===== src/verilog/range_pkg.sv =====
package range_pkg;
  // memory type codes
  localparam logic [7:0] type_uncached = 8'h00;
  localparam logic [7:0] type_write_combining = 8'h01;
  localparam logic [7:0] type_write_through = 8'h04;
  localparam logic [7:0] type_write_protected = 8'h05;
  localparam logic [7:0] type_writeback = 8'h06;
  // geometry
  localparam int num_pairs = 8;
  localparam int num_fixed = 8;
  localparam int addr_w = 36;
  localparam int field_w = 24;
  localparam int page_lsb = 12;
  localparam int type_lsb = 0;
  localparam int type_w = 8;
  localparam int pair_valid_bit = 11;
  localparam int fixed_enable_bit = 10;
  localparam int global_enable_bit = 11;
  localparam logic [35:0] fixed_limit = 36'h0_0010_0000;
  // writable bits; everything else is reserved
  localparam logic [63:0] base_writable = 64'h0000_000F_FFFF_F0FF;
  localparam logic [63:0] mask_writable = 64'h0000_000F_FFFF_F800;
  localparam logic [63:0] deftype_writable = 64'h0000_0000_0000_0CFF;
  localparam logic [63:0] fixed_writable = 64'hFFFF_FFFF_FFFF_FFFF;
  // register select codes on the access port
  localparam logic [1:0] sel_base = 2'h0;
  localparam logic [1:0] sel_mask = 2'h1;
  localparam logic [1:0] sel_deftype = 2'h2;
  localparam logic [1:0] sel_fixed = 2'h3;
  localparam logic [63:0] reset_value = 64'h0000_0000_0000_0000;
endpackage

===== src/verilog/memory_type_range_resolver.sv =====
// Contract
// - a pair counts only while mask bit 11 valid is set
// - writing a reserved bit of base or mask faults and leaves register unchanged
// - overlapping uncached/uncached or uncached/writeback resolves to uncached
// - enabled fixed range wins over any matching variable range
// - addresses outside a discontinuous mask take the default type
// - 24-bit base and mask fields get twelve zero bits appended below
// - with ranges globally disabled every access takes the default type
// - below 1 MByte with fixed ranges enabled, the fixed field type applies
// - exactly one matching pair gives that pair's base type field
// - no match at all gives the default type
// - reset clears all valid flags and the global enable
// - match when address and mask equals base and mask
// - only type codes 0,1,4,5,6 are legal; others fault
// - default reg bit 10 enables fixed, bit 11 enables all
// - base holds type 7:0 and base 35:12; mask holds mask 35:12
module memory_type_range_resolver (
  // clock and reset
  input wire logic mclk,
  input wire logic arst_n,
  // register access port
  input wire logic reg_wr,
  input wire logic [1:0] reg_sel,
  input wire logic [2:0] reg_idx,
  input wire logic [63:0] reg_wdata,
  output logic [63:0] reg_rdata,
  output logic protection_fault,
  // lookup port
  input wire logic lookup_valid,
  input wire logic [35:0] lookup_addr,
  output logic type_valid,
  output logic [7:0] type_out
);
  typedef struct packed {
    logic [7:0][63:0] base;
    logic [7:0][63:0] mask;
    logic [7:0][63:0] fixed;
    logic [63:0] deftype;
    logic [63:0] rdata;
    logic fault;
    logic tvalid;
    logic [7:0] mtype;
  } state_t;

  state_t s_q, s_d;

  function automatic logic legal_type(input logic [7:0] t);
    return t == range_pkg::type_uncached || t == range_pkg::type_write_combining ||
      t == range_pkg::type_write_through || t == range_pkg::type_write_protected ||
      t == range_pkg::type_writeback;
  endfunction

  function automatic logic [35:0] widen(input logic [63:0] r);
    return {r[range_pkg::addr_w-1:range_pkg::page_lsb], {range_pkg::page_lsb{1'b0}}};
  endfunction

  // fixed field per address; a simple page map of the first megabyte
  function automatic logic [7:0] fixed_type(input state_t s, input logic [35:0] a);
    logic [5:0] f;
    f = 6'(a[19:14]);
    return s.fixed[f[5:3]][f[2:0]*8 +: 8];
  endfunction

  logic [7:0] hit;
  logic any_uncached, only_uncached_writeback;
  logic [7:0] var_type;
  int nhit;

  always_comb begin
    // count every hit rather than take the first: overlaps must see all of them
    nhit = 0;
    any_uncached = 1'b0;
    only_uncached_writeback = 1'b1;
    var_type = range_pkg::type_uncached;
    for (int i = 0; i < range_pkg::num_pairs; i++) begin
      hit[i] = s_q.mask[i][range_pkg::pair_valid_bit] &&
        ((lookup_addr & widen(s_q.mask[i])) ==
         (widen(s_q.base[i]) & widen(s_q.mask[i])));
      if (hit[i]) begin
        nhit = nhit + 1;
        var_type = s_q.base[i][7:0];
        if (s_q.base[i][7:0] == range_pkg::type_uncached) any_uncached = 1'b1;
        else if (s_q.base[i][7:0] != range_pkg::type_writeback) only_uncached_writeback = 1'b0;
      end
    end
    // overlap: defined and undefined mixes both go uncached, keeps result deterministic
    if (nhit > 1) begin
      var_type = range_pkg::type_uncached;
    end
  end

  always_comb begin
    logic [63:0] wmask;
    logic bad;
    s_d = s_q;
    wmask = '0;
    bad = 1'b0;
    s_d.fault = 1'b0;
    s_d.tvalid = lookup_valid;
    unique case (reg_sel)
      range_pkg::sel_base: begin
        wmask = range_pkg::base_writable;
        bad = !legal_type(reg_wdata[7:0]);
        s_d.rdata = s_q.base[reg_idx];
      end
      range_pkg::sel_mask: begin
        wmask = range_pkg::mask_writable;
        s_d.rdata = s_q.mask[reg_idx];
      end
      range_pkg::sel_deftype: begin
        wmask = range_pkg::deftype_writable;
        bad = !legal_type(reg_wdata[7:0]);
        s_d.rdata = s_q.deftype;
      end
      range_pkg::sel_fixed: begin
        wmask = range_pkg::fixed_writable;
        // each byte is a type code of its own, so every byte is checked
        for (int k = 0; k < 8; k++) if (!legal_type(reg_wdata[k*8 +: 8])) bad = 1'b1;
        s_d.rdata = s_q.fixed[reg_idx];
      end
    endcase
    if (reg_wr) begin
      if ((reg_wdata & ~wmask) != 64'h0000_0000_0000_0000 || bad) begin
        s_d.fault = 1'b1;
      end else begin
        unique case (reg_sel)
          range_pkg::sel_base: s_d.base[reg_idx] = reg_wdata;
          range_pkg::sel_mask: s_d.mask[reg_idx] = reg_wdata;
          range_pkg::sel_deftype: s_d.deftype = reg_wdata;
          range_pkg::sel_fixed: s_d.fixed[reg_idx] = reg_wdata;
        endcase
      end
    end
    // precedence
    if (!s_q.deftype[range_pkg::global_enable_bit]) begin
      s_d.mtype = s_q.deftype[7:0];
    end else if (s_q.deftype[range_pkg::fixed_enable_bit] &&
                 lookup_addr < range_pkg::fixed_limit) begin
      s_d.mtype = fixed_type(s_q, lookup_addr);
    end else if (nhit > 0) begin
      s_d.mtype = var_type;
    end else begin
      s_d.mtype = s_q.deftype[7:0];
    end
  end

  // all state bits power up as zero; cheaper than leaving them unknown
  always_ff @(posedge mclk or negedge arst_n) begin
    if (!arst_n) begin
      s_q <= '0;
    end else begin
      s_q <= s_d;
    end
  end

  assign reg_rdata = s_q.rdata;
  assign protection_fault = s_q.fault;
  assign type_valid = s_q.tvalid;
  assign type_out = s_q.mtype;
endmodule


===== config.mk =====
export PLATFORM = sky130hd
export DESIGN_NAME = memory_type_range_resolver
export DESIGN_NICKNAME = d
export VERILOG_FILES = /design/src/verilog/range_pkg.sv /design/src/verilog/memory_type_range_resolver.sv
export SDC_FILE = /design/constraint.sdc
export NUM_CORES = 2
export LEC_CHECK = 0
export BUFFER_PORTS_ARGS = -buffer_cell sky130_fd_sc_hd__buf_2
export CORE_MARGIN = 2
export CORE_UTILIZATION = 40
export CTS_CLUSTER_SIZE = 28
export DETAILED_ROUTE_END_ITERATION = 10
export GPL_TIMING_DRIVEN = 0
export SETUP_SLACK_MARGIN = 0.15
export SLEW_MARGIN = 20
export SYNTH_ARGS = -nofsm -noshare
export SYNTH_HDL_FRONTEND = slang
export SYNTH_SLANG_ARGS = --single-unit

===== constraint.sdc =====
create_clock -name mclk -period 5.7 [get_ports mclk]
set_input_delay 1.425 -clock mclk [delete_from_list [all_inputs] [get_ports mclk]]
set_output_delay 1.425 -clock mclk [all_outputs]
set_load 0.03 [all_outputs]

# == After elaboration in Yosys (flattened, before gate mapping) ==
# Cells that the tools add are included.
# word_totals
rom_bits,0
memories,0
latchBits,0
regBits,1674
input_bits,109
ram_bits,0
elab_cells,210
# op_classes
magnitude_cmp,6
shifts,1
multipliers,0
div,0
muxes,46
n_eq_ne,43
n_bitwise,19
n_addsub,7
n_reduce_logical,59
# ops
op,n
bitwise mux 512 bit,3
binary-select mux 64 bit (select 3 bit),4
AND 36 bit,16
one-hot mux 64 bit (4 select lines),2
2-to-1 mux 64 bit,5
== test 36 bit,8
"adder 32 x 2 -> 32 bit, second input constant",7
2-to-1 mux 32 bit,7
demux 64 bit (select 3 bit),1
"== test 8 x 3 -> 1 bit, second input constant",24
2-to-1 mux 8 bit,12
AND 64 bit,1
"== test 8 x 1 -> 1 bit, second input constant",8
zero test 8 bit,8
inverter 64 bit,1
nonzero test 64 bit,1
indexed part select 64 x 7 -> 8 bit,1
"less-than comparator 36 x 21 -> 1 bit, second input constant",1
logical OR 1 bit,33
"greater-than comparator 32 x 1 -> 1 bit, second input constant",1
"greater-than comparator 32 x 2 -> 1 bit, second input constant",1
AND reduction 3 bit,4
2-to-1 mux 1 bit,11
logical AND 1 bit,10
other kinds (9),11

# == Longest topological paths before layout ==
# depth
ltp_word,23
depth_mapped,34
ltp_nobuf,30

# == Worst setup path before layout ==
# Ideal clock, no wire load.
# synth_timing
kind,input port to flip-flop
startpoint,input port lookup_addr[17]
endpoint,register s_q (netlist bit type_out[0])
setup_ns,0.076
arrival_ns,7.628
path_stages,32
setup_slack_ns,-2.004
cell_sequence,buf_2 > clkbuf_1 > buf_1 > xor2_1 > a222oi_1 > nand4_1 > nor3_1 > clkbuf_1 > inv_1 > ha_1 > xor2_2 > ha_1 > nand2_1 > nand2b_1 > ha_1 > or2b_1 > o21ai_0 > inv_1 > ha_1 > nand2_1 > o21ai_0 > ha_1 > inv_1 > mux2_2 > o21ai_0 > ha_1 > nor3_1 > o21a_1 > a211oi_1 > or3_1 > buf_2 > o21ai_1
# synth_lines
element,line_no,source
start: declaration,memory_type_range_resolver.sv:30,"input wire logic [35:0] lookup_addr,"
end signal: assignment,memory_type_range_resolver.sv:150,s_q <= '0;
end signal: assignment,memory_type_range_resolver.sv:152,s_q <= s_d;
end: declaration,memory_type_range_resolver.sv:45,"state_t s_q, s_d;"

==> flow_metrics.env <==
export IMPL_root_buffer="clkbuf_16"
export IMPL_instances_no_fill=9191
export IMPL_finalCriticalPeriod_ns=7.21
export IMPL_core_area_sq_um=188000
export IMPL_htree_num_levels=4
export IMPL_slew_violations=0
export IMPL_grt_max_degree=142
export IMPL_crit_top_cell="ha_4"
export IMPL_die_h_um=439
export IMPL_whs_ns=0.466
export IMPL_power_mw=26.9
export IMPL_synth_top_family_by_area="multiplexers"
export IMPL_yosysWarningCount=0
export IMPL_grtUsageTotal_pct=43.7
export IMPL_io_buffers=132
export IMPL_crit_type="input port to flip-flop"
export IMPL_wl_met1_mm=157
export IMPL_clk_pin_slew_ns=0.06
export IMPL_rsz0062_at_grt="true"
export IMPL_via_per_inst=6.80
export IMPL_drt_total_wl_mm=426
export IMPL_cap_violations=0
export IMPL_wl_met3_mm=64.4
export IMPL_power_leakage_nw=43.4
export IMPL_synth_edff_count=0
export IMPL_dr_pass1_iters=9
export IMPL_crit_arrival_ns=7.96
export IMPL_setup_ws_ns=-1.51
export IMPL_fp_dieArea_sq_um=193000
export IMPL_grt_first_pass_wirelength_mm=557
export IMPL_fin_tns_setup_ns=-12.93
export IMPL_synth_cell_types=63
export IMPL_synth_compound_area_share_pct=11.4
export IMPL_cts_path_max_buffers=3
export IMPL_die_w_um=439
export IMPL_drc=0
export IMPL_drive_gt1_share_pct=28.6
export IMPL_numCtsBuffers=184
export IMPL_crit_path_top_delay_cell="nand4_1"
export IMPL_ios=183
export IMPL_syn_to_final_growth_pct=19.5
export IMPL_placed_cells=8771
export IMPL_hpwl_mm=313
export IMPL_drtAntennaViolNets=0
export IMPL_start_util_pct=40.3
export IMPL_cts_sinks=1674
export IMPL_relSlewSlack_pct=9.33
export IMPL_crit_path_max_incr_delay_ns=0.72
export IMPL_drt_iter0_drc=9963
export IMPL_final_nets=6610
export IMPL_peakVddDrop_uv=249
export IMPL_worstMarginPinSlew_ns=1.36
export IMPL_synthCells=6004
export IMPL_antenna_found_initial=79
export IMPL_gp_congestion=1.08
export IMPL_hold_class="input port to asynchronous set/reset pin"
export IMPL_fmax_mhz=139
export IMPL_syn_avg_cell_area_sq_um=12.6
export IMPL_required_ns=6.45
export IMPL_yosys_area_share_simple_pct=10.9
export IMPL_yosysSeqAreaShare_pct=55.3
export IMPL_maxUsedRoutingLayer="met5"
export IMPL_muxShareOfSynthArea_pct=16.5
export IMPL_mappedNetlistArea_sq_um=75700
export IMPL_synth_xor_xnor_area_share_pct=2.42
export IMPL_ys_seq_elements=1674
export IMPL_synth_nets=6120
export IMPL_post_place_ws_ns=-3.55
export IMPL_skew_ns=0.0372
export IMPL_vias=62529
export IMPL_start_kind="input port"
export IMPL_end_kind="flip-flop"
export IMPL_violations="setup timing"
export IMPL_clk_latency_ns=0.89
export IMPL_wl_met2_mm=165
export IMPL_powerDensity_nw_per_um2=298
export IMPL_grt_pass1_vias=59090
export IMPL_nFillCells=16650
export IMPL_num_rows=159
export IMPL_gr_total_overflow=0
export IMPL_wire_per_inst_um=46.4
export IMPL_fin_crit_sh_pct=127
export IMPL_synth_main_ff_cell="dfrtp_1"
export IMPL_hold_violations=0
export IMPL_cts_tree="done"
export IMPL_cp_max_fo=8
export IMPL_setup_viol=18
export IMPL_synthAdderAreaFrac_pct=0.116
export IMPL_synthArstFlopShare_pct=100
export IMPL_outcome="finished, violations left"
-- timing repair --
| action | 4_1_cts | 5_1_grt |
|---|---|---|
| endpoints found under the setup margin | 1441 | 129 |
| hold buffers | 0 | 0 |
| hold endpoints to repair | 0 | 0 |
| buffers inserted | 22 | 13 |
| gates resized for setup | 96 | 58 |
| pin swaps | 29 | 18 |
-- report_power, final --
group          switching (mW)  internal, mW  total (mW)  leakage (nW)
Combinational            1.89         0.513        2.41          17.1
Clock                    5.40          7.21        12.6          3.03
Sequential             0.0115          11.9        11.9          23.3
Total                    7.30          19.6        26.9          43.4
-- critical path, delay by kind of cell --
kind | cells | cell delay (ns)
AND/OR/NAND/NOR | 9 | 2.39
AO/OA/AOI/OAI | 7 | 1.36
buffers and inverters | 10 | 1.25
adder cells (fa/ha/maj) | 5 | 1.08
multiplexers | 1 | 0.28
XOR/XNOR | 1 | 0.16
-- synth_stat cells (10+ instances only) --
cell type | number | share of area [%]
nor4_1 | 18 | 0.15
clkbuf_1 | 393 | 1.9
a211oi_1 | 102 | 1.0
and2_1 | 297 | 2.5
mux2i_1 | 65 | 0.86
nand2_1 | 89 | 0.44
mux2_2 | 684 | 10
buf_4 | 76 | 0.75
nor3_1 | 17 | 0.11
inv_1 | 26 | 0.13
xor2_1 | 197 | 2.3
a2111oi_0 | 11 | 0.13
nor2_1 | 75 | 0.37
nor2b_1 | 701 | 5.8
a221o_1 | 12 | 0.16
o21ai_1 | 16 | 0.11
a222oi_1 | 10 | 0.13
o21ai_0 | 163 | 1.1
a221oi_1 | 131 | 1.5
buf_1 | 78 | 0.39
nand3_1 | 62 | 0.41
o211ai_1 | 10 | 0.099
buf_2 | 18 | 0.12
mux4_2 | 184 | 5.5
dfrtp_1 | 1674 | 55
nand4_1 | 88 | 0.73
a22o_1 | 146 | 1.7
nand2b_1 | 12 | 0.099
a21oi_1 | 182 | 1.2
a22oi_1 | 381 | 3.8
-- cell type report --
class / instances / area (sq um) / share of cell area [%]
Clock buffer: 268 / 5360 / 5.93
Buffer: 565 / 2940 / 3.25
Multi-Input combinational cell: 3735 / 31800 / 35.2
Inverter: 27 / 101 / 0.112
Antenna cell: 62 / 155 / 0.172
Timing Repair Buffer: 307 / 4210 / 4.66
Clock inverter: 58 / 822 / 0.909
Sequential cell: 1674 / 41900 / 46.3
Tap cell: 2495 / 3120 / 3.45
-- logic make-up (layout without fill, tap and decap cells) --
family | after synthesis | count (layout)
mux | 933 | 933
buf+inv | 595 | 1225
other cells | 0 | 62
xor+xnor | 205 | 205
flops | 1674 | 1674
fa+ha+maj | 7 | 7
compound gates | 1208 | 1208
simple gates | 1382 | 1382
-- per-layer routing --
metal  up-vias  global-route usage [%]
li1      22808                       -
met1     32392                    54.2
met2      5641                    56.7
met3      1648                    22.3
met4        40                    33.9
met5         -                   0.273
-- final timing paths --
kind	startpoint	slack (ns)	depth (start not counted)	to
worst min register to register	s_q[1471]	0.48	1	s_q[1471]
worst max-delay path	lookup_addr[17]	-1.51	33	type_out[0]
max in group asynchronous	arst_n	1.95	6	s_q[1028]
worst max register to register	s_q[1255]	-1.20	30	type_out[0]
min in group mclk	s_q[1471]	0.48	1	s_q[1471]
worst min-delay path	arst_n	0.47	1	s_q[618]
-- flip-flops by register name, indices dropped and copies added, names as in the netlist --
name / cells
s_q: 1600
reg_rdata: 64
type_out: 8
protection_fault: 1
type_valid: 1
-- metrics by stage --
step | instance area, sq um | utilization (%)
2_1_floorplan | 75900 | -
3_3_place_gp | 79700 | 42.4
3_5_place_dp | 83300 | 44.3
4_1_cts | 90100 | 47.9
5_1_grt | 90300 | 48.0
6_report | 90400 | 48.1
-- cell usage in the layout (no fill, tap or decap), types with 88 or more instances in the layout --
cell type	netlist	routed
a211oi_1	102	96
a21oi_1	182	181
a221oi_1	131	129
a22o_1	146	146
a22oi_1	381	379
and2_1	297	297
buf_16	0	88
buf_2	18	203
buf_4	76	118
clkbuf_1	393	237
clkbuf_16	0	187
clkbuf_2	0	185
dfrtp_1	1674	1674
mux2_2	684	683
mux4_2	184	184
nand4_1	88	88
nor2b_1	701	698
o21ai_0	163	149
xor2_1	197	192
(Power assumes the default switching activity.)
